--- src/core/cilc_pkg.sv ---
// Constants and types for the converter init and loop-back control registers
package cilc_pkg;
    localparam logic [7:0] ADDR_PHY_ADDRESS = 8'h40;
    localparam logic [7:0] ADDR_PORT_INIT = 8'h43;
    localparam logic [7:0] ADDR_LOOP_SETUP = 8'h44;
    localparam logic [7:0] LOOP_COUNT_RESET = 8'h07;
    localparam logic [7:0] LOOP_COUNT_MAX = 8'h64;
    localparam int BIT_SPEED = 7;
    localparam int BIT_DUPLEX = 6;
    localparam int BIT_AUTONEG = 5;
    localparam int BIT_SOFT_RST = 4;
    localparam int BIT_REMOTE_EN = 3;
    localparam int BIT_LINK_PROP = 2;
    localparam int BIT_TX_TRI = 1;
    localparam int BIT_PHY_RST = 0;

    // One register access from the management controller
    typedef struct packed {
        logic wr;
        logic rd;
        logic [7:0] addr;
        logic [7:0] wdata;
    } cilc_req_t;

    // Strap pins sampled while reset is held
    typedef struct packed {
        logic center_mode;
        logic speed_strap_pin;
        logic duplex_strap_pin;
        logic autoneg_strap_pin;
        logic link_loss_strap;
    } cilc_strap_t;

    typedef enum logic [1:0] {
        LB_IDLE = 2'b00,
        LB_SEND = 2'b01,
        LB_WAIT = 2'b10
    } cilc_lb_state_t;
endpackage

--- src/core/cilc_loop_seq.sv ---
// Center-side loop-back packet sequencer: issues N send requests
`timescale 1ns/1ps
module cilc_loop_seq (
    input wire logic i_clock,
    input wire logic i_rst,
    input wire logic i_start,
    input wire logic [7:0] i_count,
    input wire logic i_pkt_done,
    output logic o_pkt_send,
    output logic o_busy
);
    import cilc_pkg::*;

    cilc_lb_state_t state_ff, nxt_state;
    logic [7:0] left_ff, nxt_left;

    // Count down one packet per handshake with the frame generator
    always_comb begin
        nxt_state = state_ff;
        nxt_left = left_ff;
        case (state_ff)
            LB_IDLE: begin
                if (i_start && i_count != 8'h00 && i_count <= LOOP_COUNT_MAX) begin
                    nxt_left = i_count;
                    nxt_state = LB_SEND;
                end
            end
            LB_SEND: begin
                nxt_left = left_ff - 8'h01;
                nxt_state = LB_WAIT;
            end
            LB_WAIT: begin
                if (i_pkt_done) begin
                    nxt_state = (left_ff == 8'h00) ? LB_IDLE : LB_SEND;
                end
            end
            default: nxt_state = LB_IDLE;
        endcase
    end

    // State registers
    always_ff @(posedge i_clock) begin
        if (i_rst) begin
            state_ff <= LB_IDLE;
            left_ff <= 8'h00;
        end else begin
            state_ff <= nxt_state;
            left_ff <= nxt_left;
        end
    end

    assign o_pkt_send = (state_ff == LB_SEND);
    assign o_busy = (state_ff != LB_IDLE);

    // Each send consumes one from the remaining count
    send_count_a: assert property (@(posedge i_clock) disable iff (i_rst)
        state_ff == LB_SEND |=> left_ff == $past(left_ff) - 8'h01)
        else $error("loop count not decremented on send");
endmodule

--- src/core/cilc_ctrl.sv ---
// Port initialise and loop-back setup registers with their control outputs
`timescale 1ns/1ps
module cilc_ctrl (
    input wire logic i_clock,
    input wire logic i_rst,
    input wire cilc_pkg::cilc_req_t i_req,
    input wire cilc_pkg::cilc_strap_t i_strap,
    input wire logic i_fiber_link_down,
    input wire logic i_center_copper_link_down,
    input wire logic i_pkt_done,
    output logic [7:0] o_rdata,
    output logic o_rvalid,
    output logic o_copper_port_speed_sel,
    output logic o_copper_port_duplex_sel,
    output logic o_copper_port_autoneg_en,
    output logic o_fabric_soft_reset,
    output logic o_phy_reset,
    output logic o_remote_cmd_en,
    output logic o_copper_tx_disable,
    output logic o_copper_led_off,
    output logic o_fiber_tx_oe,
    output logic o_clear_valid_counters,
    output logic o_clear_result_counters,
    output logic o_pkt_send,
    output logic o_loop_busy
);
    import cilc_pkg::*;

    logic speed_ff, nxt_speed;
    logic duplex_ff, nxt_duplex;
    logic autoneg_ff, nxt_autoneg;
    logic remote_ff, nxt_remote;
    logic prop_ff, nxt_prop;
    logic tri_ff, nxt_tri;
    logic phy_hold_ff, nxt_phy_hold;
    logic soft_pulse_ff, nxt_soft_pulse;
    logic phy_pulse_ff, nxt_phy_pulse;
    logic phy_out_ff, nxt_phy_out;
    logic oe_ff, nxt_oe;
    logic [7:0] loop_count_field_ff, nxt_loop_count_field;
    logic clr_valid_ff, nxt_clr_valid;
    logic clr_result_ff, nxt_clr_result;
    logic start_ff, nxt_start;
    logic [7:0] rdata_ff, nxt_rdata;
    logic rvalid_ff, nxt_rvalid;
    logic tx_dis_ff, nxt_tx_dis;
    logic led_off_ff, nxt_led_off;
    logic pkt_send_ff, busy_ff;
    logic seq_send, seq_busy;
    logic wr_init, wr_loop, wr_phyaddr;

    // Decode a write to one of the handled addresses
    function automatic logic hit(input cilc_req_t r, input logic [7:0] a);
        hit = r.wr && (r.addr == a);
    endfunction

    assign wr_init = hit(i_req, ADDR_PORT_INIT);
    assign wr_loop = hit(i_req, ADDR_LOOP_SETUP);
    assign wr_phyaddr = hit(i_req, ADDR_PHY_ADDRESS);

    // Next values of the initialise register fields
    always_comb begin
        nxt_speed = speed_ff;
        nxt_duplex = duplex_ff;
        nxt_autoneg = autoneg_ff;
        nxt_remote = remote_ff;
        nxt_prop = prop_ff;
        nxt_tri = tri_ff;
        nxt_phy_hold = phy_hold_ff;
        nxt_soft_pulse = 1'b0;
        nxt_phy_pulse = 1'b0;
        if (wr_init) begin
            nxt_speed = i_req.wdata[BIT_SPEED];
            nxt_duplex = i_req.wdata[BIT_DUPLEX];
            nxt_autoneg = i_req.wdata[BIT_AUTONEG];
            nxt_remote = i_req.wdata[BIT_REMOTE_EN];
            nxt_prop = i_req.wdata[BIT_LINK_PROP];
            nxt_tri = i_req.wdata[BIT_TX_TRI];
            nxt_soft_pulse = i_req.wdata[BIT_SOFT_RST];
            nxt_phy_pulse = i_req.wdata[BIT_PHY_RST];
        end
        // Programming the PHY address releases the center-side power-up PHY reset
        if (wr_phyaddr) begin
            nxt_phy_hold = 1'b0;
        end
        // Registered copies so these outputs come straight from flip-flops
        nxt_phy_out = nxt_phy_pulse || nxt_phy_hold;
        nxt_oe = !nxt_tri;
    end

    // Initialise register storage; strap values load while reset is held
    always_ff @(posedge i_clock) begin
        if (i_rst) begin
            speed_ff <= i_strap.speed_strap_pin;
            duplex_ff <= i_strap.duplex_strap_pin;
            autoneg_ff <= i_strap.autoneg_strap_pin;
            prop_ff <= i_strap.link_loss_strap;
            phy_hold_ff <= i_strap.center_mode;
            remote_ff <= 1'b0;
            tri_ff <= 1'b0;
            soft_pulse_ff <= 1'b0;
            phy_pulse_ff <= 1'b0;
            phy_out_ff <= i_strap.center_mode;
            oe_ff <= 1'b1;
        end else begin
            speed_ff <= nxt_speed;
            duplex_ff <= nxt_duplex;
            autoneg_ff <= nxt_autoneg;
            prop_ff <= nxt_prop;
            phy_hold_ff <= nxt_phy_hold;
            remote_ff <= nxt_remote;
            tri_ff <= nxt_tri;
            soft_pulse_ff <= nxt_soft_pulse;
            phy_pulse_ff <= nxt_phy_pulse;
            phy_out_ff <= nxt_phy_out;
            oe_ff <= nxt_oe;
        end
    end

    // Loop-back setup register and its clear and start strobes
    always_comb begin
        nxt_loop_count_field = loop_count_field_ff;
        nxt_clr_valid = 1'b0;
        nxt_clr_result = 1'b0;
        nxt_start = 1'b0;
        if (wr_loop) begin
            nxt_loop_count_field = i_req.wdata;
            if (i_req.wdata == 8'h00) begin
                nxt_clr_valid = 1'b1;
                nxt_clr_result = i_strap.center_mode;
            end else begin
                nxt_start = i_strap.center_mode;
            end
        end
    end

    // Loop-back register storage; untouched by the PHY reset pulse
    always_ff @(posedge i_clock) begin
        if (i_rst) begin
            loop_count_field_ff <= LOOP_COUNT_RESET;
            clr_valid_ff <= 1'b0;
            clr_result_ff <= 1'b0;
            start_ff <= 1'b0;
        end else begin
            loop_count_field_ff <= nxt_loop_count_field;
            clr_valid_ff <= nxt_clr_valid;
            clr_result_ff <= nxt_clr_result;
            start_ff <= nxt_start;
        end
    end

    cilc_loop_seq u_seq (
        .i_clock(i_clock),
        .i_rst(i_rst),
        .i_start(start_ff),
        .i_count(loop_count_field_ff),
        .i_pkt_done(i_pkt_done),
        .o_pkt_send(seq_send),
        .o_busy(seq_busy)
    );

    // Read mux; self-clearing soft reset bit reads 0, PHY reset bit reads the held PHY reset
    always_comb begin
        nxt_rdata = 8'h00;
        nxt_rvalid = i_req.rd;
        if (i_req.rd && i_req.addr == ADDR_PORT_INIT) begin
            nxt_rdata = {speed_ff, duplex_ff, autoneg_ff, 1'b0,
                         remote_ff, prop_ff, tri_ff, phy_hold_ff};
        end else if (i_req.rd && i_req.addr == ADDR_LOOP_SETUP) begin
            nxt_rdata = loop_count_field_ff;
        end
    end

    // Link-loss propagation applies only to the terminal side
    always_comb begin
        nxt_tx_dis = !i_strap.center_mode && prop_ff &&
                     (i_fiber_link_down || i_center_copper_link_down);
        nxt_led_off = nxt_tx_dis;
    end

    // Output registers
    always_ff @(posedge i_clock) begin
        if (i_rst) begin
            rdata_ff <= 8'h00;
            rvalid_ff <= 1'b0;
            tx_dis_ff <= 1'b0;
            led_off_ff <= 1'b0;
            pkt_send_ff <= 1'b0;
            busy_ff <= 1'b0;
        end else begin
            rdata_ff <= nxt_rdata;
            rvalid_ff <= nxt_rvalid;
            tx_dis_ff <= nxt_tx_dis;
            led_off_ff <= nxt_led_off;
            pkt_send_ff <= seq_send;
            busy_ff <= seq_busy;
        end
    end

    assign o_rdata = rdata_ff;
    assign o_rvalid = rvalid_ff;
    assign o_copper_port_speed_sel = speed_ff;
    assign o_copper_port_duplex_sel = duplex_ff;
    assign o_copper_port_autoneg_en = autoneg_ff;
    assign o_fabric_soft_reset = soft_pulse_ff;
    assign o_phy_reset = phy_out_ff;
    assign o_remote_cmd_en = remote_ff;
    assign o_copper_tx_disable = tx_dis_ff;
    assign o_copper_led_off = led_off_ff;
    assign o_fiber_tx_oe = oe_ff;
    assign o_clear_valid_counters = clr_valid_ff;
    assign o_clear_result_counters = clr_result_ff;
    assign o_pkt_send = pkt_send_ff;
    assign o_loop_busy = busy_ff;

    // Soft reset is one cycle wide after a write of 1, unless written again
    soft_pulse_a: assert property (@(posedge i_clock) disable iff (i_rst)
        wr_init && i_req.wdata[BIT_SOFT_RST] |=> o_fabric_soft_reset ##1
        (!o_fabric_soft_reset || $past(wr_init && i_req.wdata[BIT_SOFT_RST])))
        else $error("soft reset pulse not single");
    // No soft reset without a write of 1
    soft_quiet_a: assert property (@(posedge i_clock) disable iff (i_rst)
        !(wr_init && i_req.wdata[BIT_SOFT_RST]) |=> !o_fabric_soft_reset)
        else $error("soft reset without write");
    // PHY reset pulse follows a write of 1
    phy_pulse_a: assert property (@(posedge i_clock) disable iff (i_rst)
        wr_init && i_req.wdata[BIT_PHY_RST] |=> o_phy_reset)
        else $error("phy reset missing");
    // Programming the PHY address drops the held PHY reset
    phy_release_a: assert property (@(posedge i_clock) disable iff (i_rst)
        wr_phyaddr |=> !o_phy_reset)
        else $error("phy reset not released");
    // Copper speed takes the written value
    speed_write_a: assert property (@(posedge i_clock) disable iff (i_rst)
        wr_init |=> o_copper_port_speed_sel == $past(i_req.wdata[BIT_SPEED]))
        else $error("speed field not written");
    // Copper duplex takes the written value
    duplex_write_a: assert property (@(posedge i_clock) disable iff (i_rst)
        wr_init |=> o_copper_port_duplex_sel == $past(i_req.wdata[BIT_DUPLEX]))
        else $error("duplex field not written");
    // Copper auto-negotiation takes the written value
    autoneg_write_a: assert property (@(posedge i_clock) disable iff (i_rst)
        wr_init |=> o_copper_port_autoneg_en == $past(i_req.wdata[BIT_AUTONEG]))
        else $error("autoneg field not written");
    // Remote enable takes the written value
    remote_write_a: assert property (@(posedge i_clock) disable iff (i_rst)
        wr_init |=> o_remote_cmd_en == $past(i_req.wdata[BIT_REMOTE_EN]))
        else $error("remote enable not written");
    // Center side never propagates link loss
    center_ignore_a: assert property (@(posedge i_clock) disable iff (i_rst)
        i_strap.center_mode |=> !o_copper_tx_disable && !o_copper_led_off)
        else $error("center side propagated link loss");
    // Terminal side with propagation enabled reacts to fiber link loss
    link_prop_a: assert property (@(posedge i_clock) disable iff (i_rst)
        !i_strap.center_mode && prop_ff && i_fiber_link_down |=> o_copper_led_off)
        else $error("link loss not propagated");
    // Terminal side with propagation enabled reacts to copper link loss
    copper_prop_a: assert property (@(posedge i_clock) disable iff (i_rst)
        !i_strap.center_mode && prop_ff && i_center_copper_link_down |=> o_copper_tx_disable)
        else $error("copper link loss not propagated");
    // With both links up the copper side stays enabled
    link_quiet_a: assert property (@(posedge i_clock) disable iff (i_rst)
        !i_fiber_link_down && !i_center_copper_link_down |=>
        !o_copper_tx_disable && !o_copper_led_off)
        else $error("copper disabled with links up");
    // Zero write clears valid counters next cycle
    zero_clear_a: assert property (@(posedge i_clock) disable iff (i_rst)
        wr_loop && i_req.wdata == 8'h00 |=> o_clear_valid_counters)
        else $error("zero write did not clear");
    // Zero write clears result counters on the center side only
    result_clear_a: assert property (@(posedge i_clock) disable iff (i_rst)
        wr_loop && i_req.wdata == 8'h00 |=>
        o_clear_result_counters == $past(i_strap.center_mode))
        else $error("result counter clear wrong");
    // Counter clears only follow a loop-back write
    clear_quiet_a: assert property (@(posedge i_clock) disable iff (i_rst)
        !wr_loop |=> !o_clear_valid_counters && !o_clear_result_counters)
        else $error("counter clear without write");
    // A legal count on an idle center side sends its first packet
    loop_start_a: assert property (@(posedge i_clock) disable iff (i_rst)
        wr_loop && i_strap.center_mode && !seq_busy && !start_ff && i_req.wdata != 8'h00 &&
        i_req.wdata <= LOOP_COUNT_MAX |=> ##2 o_pkt_send)
        else $error("loop-back run did not start");
    // Loop count survives everything but its own write
    loop_keep_a: assert property (@(posedge i_clock) disable iff (i_rst)
        !wr_loop |=> loop_count_field_ff == $past(loop_count_field_ff))
        else $error("loop count changed without write");
    // Fiber output enable follows the tri-state bit
    fiber_tri_a: assert property (@(posedge i_clock) disable iff (i_rst)
        wr_init |=> o_fiber_tx_oe == !$past(i_req.wdata[BIT_TX_TRI]))
        else $error("fiber tri-state wrong");
    // Remote enable holds between writes
    remote_hold_a: assert property (@(posedge i_clock) disable iff (i_rst)
        !wr_init |=> o_remote_cmd_en == $past(o_remote_cmd_en))
        else $error("remote enable changed without write");
    // Read of the init register shows the self-clearing soft bit as 0
    read_zero_a: assert property (@(posedge i_clock) disable iff (i_rst)
        i_req.rd && i_req.addr == ADDR_PORT_INIT |=> o_rvalid && !o_rdata[BIT_SOFT_RST])
        else $error("soft reset bit read as 1");
    // Without the held reset the PHY reset bit reads 0
    read_phy_zero_a: assert property (@(posedge i_clock) disable iff (i_rst)
        i_req.rd && i_req.addr == ADDR_PORT_INIT && !phy_hold_ff |=> !o_rdata[BIT_PHY_RST])
        else $error("phy reset bit read as 1");
    // Loop setup read returns the stored count
    read_loop_a: assert property (@(posedge i_clock) disable iff (i_rst)
        i_req.rd && i_req.addr == ADDR_LOOP_SETUP |=> o_rvalid &&
        o_rdata == $past(loop_count_field_ff))
        else $error("loop count read wrong");
endmodule

--- config.mk ---
export PLATFORM = sky130hd
export DESIGN_NAME = cilc_ctrl
export DESIGN_NICKNAME = d
export VERILOG_FILES = /design/src/core/cilc_pkg.sv /design/src/core/cilc_loop_seq.sv /design/src/core/cilc_ctrl.sv
export SDC_FILE = /design/constraint.sdc
export NUM_CORES = 1
export LEC_CHECK = 0
export BUFFER_PORTS_ARGS = -buffer_cell sky130_fd_sc_hd__buf_2
export CAP_MARGIN = 20
export CELL_PAD_IN_SITES_DETAIL_PLACEMENT = 0
export CELL_PAD_IN_SITES_GLOBAL_PLACEMENT = 1
export CORE_MARGIN = 2
export CORE_UTILIZATION = 36
export CTS_CLUSTER_DIAMETER = 40
export DETAILED_ROUTE_END_ITERATION = 8
export PLACE_DENSITY = 0.8
export SKIP_CTS_REPAIR_TIMING = 1
export SLEW_MARGIN = 5
export SYNTH_ARGS = -nofsm -noshare
export SYNTH_HDL_FRONTEND = slang
export SYNTH_HIERARCHICAL = 1
export SYNTH_SLANG_ARGS = --single-unit
--- constraint.sdc ---
create_clock -name i_clock -period 1.5 [get_ports i_clock]
set_input_delay 0.3 -clock i_clock [delete_from_list [all_inputs] [get_ports i_clock]]
set_output_delay 0.3 -clock i_clock [all_outputs]
set_load 0.01 [all_outputs]
# After elaboration in Yosys (flattened, before gate mapping)
# Index checks and enable logic that the tools add are counted.
classes:
  n_addsub: 1
  n_mul: 0
  div: 0
  n_lt_le_gt_ge: 1
  eq_ne: 7
  shifts: 0
  muxes: 22
  n_bitwise: 4
  n_reduce_logical: 27
ops:
  columns: ["op", "n"]
  rows:
  - ["== test 8 x 7 -> 1 bit, second input constant", 3]
  - ["two-way mux 8 bit", 3]
  - ["zero test 8 bit", 2]
  - ["one-hot mux 8 bit (2 select lines)", 1]
  - ["two-way mux 1 bit", 15]
  - ["logical AND 1 bit", 9]
  - ["OR reduction 3 bit", 3]
  - ["less-or-equal comparator 8 x 7 -> 1 bit, second input constant", 1]
  - ["nonzero test 8 bit", 1]
  - ["subtractor 8 x 1 -> 8 bit, second input constant", 1]
  - ["one-hot mux 2 bit (3 select lines)", 1]
  - ["nonzero test 2 bit", 3]
  - ["two-way mux 2 bit", 2]
  - ["NOT 1 bit", 4]
  - ["AND reduction 2 bit", 2]
  - ["OR reduction 2 bit", 2]
  - ["== test 2 x 1 -> 1 bit, second input constant", 1]
  - ["== test 2 bit, second input constant", 1]
  - ["zero test 1 bit", 2]
  - ["zero test 2 bit", 1]
  - ["logical OR 1 bit", 2]
  - ["!= test 2 x 1 -> 1 bit, second input constant", 1]
  - ["!= test 2 bit, second input constant", 1]
word_totals:
  reg_bits: 43
  latch_bits: 0
  ram_bits: 0
  mem_bits_ro: 0
  input_bits: 28
  out_inout_bits: 22
  elab_cells: 84
  mem_count: 0

# Depth between registers and ports, before layout
# Gate-level depths: netlist (run 1).
depth:
  word_depth: 5
  ltp_mapped: 6
  ltp_nobuf: 6

# Modules after synthesis
# Netlist (run 1), hierarchy kept.
by_module_without_submodules:
  columns: ["module", "instances", "cells_each", "area_per_inst_um2", "seq_area_each_um2"]
  rows:
  - ["cilc_ctrl", 1, 126, 1323.8, 700.7]
  - ["cilc_loop_seq", 1, 87, 733.2, 200.2]

# Worst setup path after synthesis (run 1)
# Ideal clock, no wire load.
synth_path:
  path_type: "register -> register"
  start: "register loop_count_field_ff[1]"
  end: "register u_seq.left_ff[5]"
  setup_time_ps: 123
  arrival_ps: 1412
  required_ps: 1377
  slack_ps: -34
  path_stages_with_launch: 5
  path_buffers: 0
  synth_period_minus_slack_ps: 1534
  cell_sequence: "dfxtp_1 > o21a_1 > o311ai_4 > a311oi_1 > a221o_2"
synth_between:
  elab_chain_len: 5
  word_cells_on_any_way: 6
  classes_between: "1 x order compare; 1 x eq/ne; 4 x reduce/logical"
synth_rtl:
  columns: ["item", "line_no", "text"]
  rows:
  - ["from (decl)", "cilc_ctrl.sv:40", "logic [7:0] loop_count_field_ff, nxt_loop_count_field;"]
  - ["from (signal assigned)", "cilc_ctrl.sv:145", "loop_count_field_ff <= nxt_loop_count_field;"]
  - ["branches (longest 2 deep; another with less-or-equal comparator 8 x 7 -> 1 bit)", null, null]
  - ["logical AND 1 bit *", "cilc_loop_seq.sv:23", "if (i_start && i_count != 8'h00 && i_count <= LOOP_COUNT_MAX) begin"]
  - ["!= test 2 x 1 -> 1 bit (no line) *", null, null]
  - ["AND reduction 2 bit (no line) *", null, null]
  - ["to (signal assigned)", "cilc_loop_seq.sv:48", "left_ff <= nxt_left;"]
  - ["to (decl)", "cilc_loop_seq.sv:15", "logic [7:0] left_ff, nxt_left;"]
# Mark *: on every way between the ends.
# A chain may end at the register's enable or synchronous reset.

# Final worst setup path (run 1)
layout_path:
  start: "register u_seq.left_ff[1]"
  end: "register u_seq.left_ff[5]"
layout_between:
  elab_chain_len: 2
layout_rtl:
  columns: ["item", "line_no", "text"]
  rows:
  - ["subtractor 8 x 1 -> 8 bit", "cilc_loop_seq.sv:29", "nxt_left = left_ff - 8'h01;"]
  - ["one-hot mux 8 bit (2 select lines)", "cilc_loop_seq.sv:21", "case (state_ff)"]
# Every way passes these cells.

==> metrics.txt, run 1 <==
worst-margin pin slew 438 ps; crit share post-route 104%; total gr overflow 0; Core Box Area 5510 µm²; fin crit period 1560 ps; largest cells by area after synthesis dfxtp_1, edfxtp_1, mux2i_1; Seq/Total Area, Yosys roughly 44%; TritonCTS buffer count 5; Syn Std Cell Area around 2100 µm²; Post-Syn Instances about 210; Die Wd 79.6 µm; clk buf depth 2; Seq pwr share 56.8%; post-DR vias/cell 5.15; Setup TNS Final -101 ps; Final Hold Vio Count 0; Total Power 0.00209 W; 1st-iter DRT viols roughly 110; Post-synth EDFFs 4; initial antenna violation count 0; Mapped Avg Cell Area 9.66 µm²; run status complete, but fails checks; IO buf count 49; number of synthesized register bits between 40 and 50; worst hold path class input port to flop; top cell type by total area after synthesis dfxtp_1; net switching power around 0.0005 W; ys async rst share 0%; antenna-violating nets left 0; largest net degree at the start of global routing 18; CTS Sinks 43; Worst-path clk slew 80 ps; CTS H-tree depth 2; num rows 27; first-pass GRT wire length 8370 µm; vias 1,914; DPL Wire Length 4070 µm; Max-Cap Viols 0; Rel. slew slack 70.6%; post-layout net count 329; most common cell in the netlist dfxtp_1; critical path class flop to flop; combinational share of power 8.6%; DIE HEIGHT 79.6 µm; Syn Nets 243; total die area around 6300 µm²; Synth Flop Type dfxtp_1; Antenna Cells 0; f_max approximately 640 MHz; RSZ-0062 raised after global routing true; startpoint types flop; synth cell count leaders dfxtp_1, nor2_1, nand2b_1; CTS tree yes; element type at the critical path end flop; IO Pins 50; Leak 1.22 nW; drt drc 0; later-pin clock latency in the skew report around 300 ps; DRT Wirelength 5350 µm; sw frac 23.9%; Final Max Slew Viols 0; GRT Util Overall 17.0%; Int Power between 0.0015 and 0.002 W; Crit path required time 1690 ps; Critical Path Fanout Max 3; Starting Density 37.4%; peak supply drop 0.393 mV; clock share of power 34.6%; Yosys top cell area share 38.0%; Layout Skew 6.35 ps; area delta synth->final 37.0%; Worst Setup Slack, final -63.7 ps; drt wl/cell between 10 and 15 µm; R2R cell count 4; number of global-route vias before repair around 1,800; share of layout cells above drive strength 1 42.7%; PD cells 742 nW/µm²; global placement routability congestion 0.931; final setup fails 2; CTS Root Cell clkbuf_8; worst hold path depth 2; failing checks setup timing; Yosys cell types 52; Arr. time, crit path 1750 ps; DRT Pass-1 Iters 4; YS warnings 6
power groups by stage:
stage,combinational [W],sequential [W],clock (W)
finish,0.000179,0.00119,0.000724
global route,0.000198,0.00119,0.000774
CTS,0.000177,0.00119,0.000737
detailed placement,0.000178,0.00122,0
global placement,0.000175,0.00121,0
floorplan,0.0000780,0.00122,0
worst max-delay path, cell delays in order, from the launching register on:
cell,delay [ps]
dfxtp_2,330
or3_4,390
o31ai_1,320
a211oi_2,120
a221o_2,300
cell usage in the layout, fill, tap and decap left out, types with 3 or more instances in the layout:
| master | count |
|---|---|
| nor3_1 | 5 |
| mux2i_1 | 11 |
| clkbuf_8 | 5 |
| nand2_1 | 11 |
| dfxtp_2 | 3 |
| nand2b_1 | 14 |
| a31oi_1 | 3 |
| dfxtp_1 | 36 |
| buf_2 | 49 |
| a22oi_1 | 7 |
| edfxtp_1 | 4 |
| inv_1 | 4 |
| o211ai_1 | 3 |
| nand3_1 | 4 |
| buf_4 | 37 |
| a21oi_1 | 6 |
| nor4_1 | 3 |
| nor2b_1 | 9 |
| nand4_1 | 4 |
| nor2_1 | 25 |
per-stage QoR:
stage	setup WS, ps	instance area, µm²	cells	util (%)	hold WS (ps)
2_1_floorplan	-34.3	2060	213	-	379
3_3_place_gp	2.21	2630	362	47.8	485
3_5_place_dp	-13.9	2630	362	47.8	504
4_1_cts	-33.6	2720	370	49.3	193
5_1_grt	-110	2820	372	51.2	197
6_report	-63.7	2820	372	51.2	203
worst paths after layout:
check,to,slack [ps],start
setup reg to reg,u_seq/left_ff[5]$_SDFFE_PP0P_,-60,u_seq/left_ff[1]$_SDFFE_PP0P_
hold / removal,o_copper_led_off$_SDFF_PP0_,200,i_strap[4]
setup / recovery,u_seq/left_ff[5]$_SDFFE_PP0P_,-60,u_seq/left_ff[1]$_SDFFE_PP0P_
hold reg to reg,o_remote_cmd_en$_SDFFE_PP0P_,510,o_remote_cmd_en$_SDFFE_PP0P_
routing by layer:
layer	track usage (%)	vias up	share of wire [%]
met2	27.0	54	47
li1	-	955	-
met5	0	-	0
met1	23.0	897	46
met4	5.69	0	1.7
met3	3.73	8	5.2
registers in the layout (all words and copies together) (netlist names), 2 cells and up:
| signal | count |
|---|---|
| loop_count_field_ff | 8 |
| o_rdata | 8 |
| u_seq/left_ff | 8 |
| u_seq/state_ff | 2 |
cell type report:
| cell class | count | area (µm²) |
|---|---|---|
| Fill cell | 515 | 2690 |
| Multi-Input combinational cell | 154 | 1150 |
| Sequential cell | 43 | 905 |
| Timing Repair Buffer | 89 | 566 |
| Tap cell | 72 | 90.1 |
| Clock buffer | 6 | 72.6 |
| Inverter | 6 | 25.0 |
| Clock inverter | 2 | 12.5 |
cell families (layout without fill, tap and decap cells):
logic type               Yosys count  in the layout  synth area share (%)
AND/OR/NAND/NOR                   98             98                  28.8
flip-flops                        43             43                  43.8
AO/OA/AOI/OAI                     41             41                  15.5
buffers and inverters             16            103                  4.01
multiplexers                      13             13                  6.63
adder cells (fa/ha/maj)            2              2                  1.22
No activity file was read; power rests on OpenSTA's default activity.
==> run 2: changes to the inputs <==
--- a/config.mk
+++ b/config.mk
@@ -14,6 +14,7 @@
 export CTS_CLUSTER_DIAMETER = 40
 export DETAILED_ROUTE_END_ITERATION = 8
 export PLACE_DENSITY = 0.8
+export REMOVE_ABC_BUFFERS = 1
 export SKIP_CTS_REPAIR_TIMING = 1
 export SLEW_MARGIN = 5
 export SYNTH_ARGS = -nofsm -noshare
==> run 2 against run 1 <==
Compared with the run above: the run still ends with setup timing left; critical path depth did not move; critical path type unchanged; count of clock-buffer cells in the layout is 1 lower; largest power group unchanged; core utilization grew 0.61 points; largest cell class unchanged.
==> metrics.txt, run 2 (same netlist as run 1, synthesis figures left out) <==
fin area 2850 µm² (+1.2%); element type at the critical path end flop; crit-path leading delay family simple AND/OR/NAND/NOR gates; GRT Util Overall 16.8% (-0.25 points); 1st-iter DRT viols 58 (-49%); DRT Wirelength 5180 µm (-3.2%); area delta synth->final 38.7%; Crit path required time 1750 ps (+60 ps); startpoint types flop; # fillers 527 (+2.3%); critical path class flop to flop; total die area 6330 µm² (unchanged); most frequent cells in the layout buf_2, dfxtp_1, buf_4; number of global-route vias before repair 1,811 (-0.93%); Starting Density 37.4% (unchanged); critical path launch point u_seq/left_ff[1]$_SDFFE_PP0P_; IO Pins 50 (unchanged); CTS Root Cell clkbuf_8; worst-margin pin slew 474 ps (+36.6 ps); HP Start i_strap[4]; Critical Path Fanout Max 3 (unchanged); CTS H-tree depth 2 (unchanged); largest net degree at the start of global routing 28 (+10); PD cells 856 nW/µm² (+15%); max incr delay on CP 430 ps (+40 ps); DRT Pass-1 Iters 4 (unchanged); Final Hold Vio Count 0 (unchanged); Worst Setup Slack, final -40.6 ps (+23.1 ps); commonest non-fill, non-tap cell in the layout buf_2; Worst-path clk slew 80 ps (about the same); later-pin clock latency in the skew report 300 ps (about the same); peak supply drop 0.464 mV (+18%); Int Power 0.00193 W (+21%); run status complete, but fails checks; Seq pwr share 48.6% (-8.2 points); Area after DPL 2610 µm² (-0.86%); post-layout net count 326 (-0.91%); RSZ-0062 raised after global routing true; Core Box Area 5510 µm² (unchanged); antenna-violating nets left 0 (unchanged); combinational share of power 7.2% (-1.4 points); share of layout cells above drive strength 1 43.1% (+0.43 points); first-pass GRT wire length 8290 µm (-0.99%); initial antenna violation count 0 (unchanged); Antenna Cells 0 (unchanged); non-filler instance count after layout 369 (-0.81%); Die Wd 79.6 µm (unchanged); IO buf count 49 (unchanged); Rel. slew slack 68.4% (-2.2 points); Leak 1.22 nW (-0.31%); TritonCTS buffer count 5 (unchanged); global placement routability congestion 0.812 (-13%); f_max 649 MHz (+1.5%); CTS tree yes; CP Buf/Inv Count 0 (unchanged); final setup fails 2 (unchanged); worst hold path class input port to flop; crit share post-route 103% (-1.5 points); failing checks setup timing; DPL Wire Length 3890 µm (-4.4%); Arr. time, crit path 1790 ps (+40 ps); net switching power 0.000517 W (+3.2%); drt wl/cell 14.0 µm (-2.4%); drt drc 0 (unchanged); Max-Cap Viols 0 (unchanged); post-DR vias/cell 5.01 (-2.6%); fin crit period 1540 ps (-23.1 ps); Final Max Slew Viols 0 (unchanged); crit path max-delay cell type or4_4; num rows 27 (unchanged); CP Cell Sequence or3_4, or4_4, a211oi_2, a221o_2; CTS Sinks 43 (unchanged); vias 1,849 (-3.4%); FF-to-FF Start u_seq/left_ff[1]$_SDFFE_PP0P_; DIE HEIGHT 79.6 µm (unchanged); clk buf depth 2 (unchanged); Total Power 0.00244 W (+17%); Layout Skew 13.8 ps (+7.45 ps); sw frac 21.2% (-2.8 points); dpl cells 359 (-0.83%); clock share of power 44.2% (+9.6 points); total gr overflow 0 (unchanged)
==> run 2: cell type report <==
| type | count | area [µm²] | area share [%] |
|---|---|---|---|
| Clock buffer | 5 | 68.8 | 2.41 |
| Inverter | 6 | 25.0 | 0.877 |
| Sequential cell | 43 | 906 | 31.8 |
| Clock inverter | 3 | 67.6 | 2.37 |
| Tap cell | 72 | 90.1 | 3.16 |
| Timing Repair Buffer | 86 | 543 | 19.0 |
| Multi-Input combinational cell | 154 | 1150 | 40.4 |
==> run 2: path summary, 6_finish.rpt <==
check	to	depth (start not counted)	slack (ps)
hold reg to reg	o_remote_cmd_en$_SDFFE_PP0P_	2	510
setup / recovery	u_seq/left_ff[5]$_SDFFE_PP0P_	4	-40
hold / removal	o_copper_led_off$_SDFF_PP0_	2	200
setup reg to reg	u_seq/left_ff[5]$_SDFFE_PP0P_	4	-40
==> run 2: power by group through the flow <==
stage	registers, W	clock network, W	logic (W)
6_report	0.00119	0.00108	0.000175
5_1_grt	0.00119	0.00114	0.000193
4_1_cts	0.00119	0.00110	0.000174
3_5_place_dp	0.00121	0	0.000174
3_3_place_gp	0.00121	0	0.000171
2_1_floorplan	0.00122	0	0.0000609
==> run 2: per-layer routing <==
layer	wire length, µm	track usage (%)
met5	0	0
met4	70	5.17
met3	201	3.73
met2	2570	28.7
met1	2330	21.0
==> run 2: per-stage QoR <==
step	hold WS (ps)	TNS, ps	util, %	setup slack [ps]
6_report	196	-54.1	51.8	-40.6
5_1_grt	206	-175	51.8	-78.6
4_1_cts	193	-90.4	49.8	-34.0
3_5_place_dp	501	-19.8	47.4	-19.8
3_3_place_gp	487	0	47.4	1.68
2_1_floorplan	369	-34.3	-	-34.3
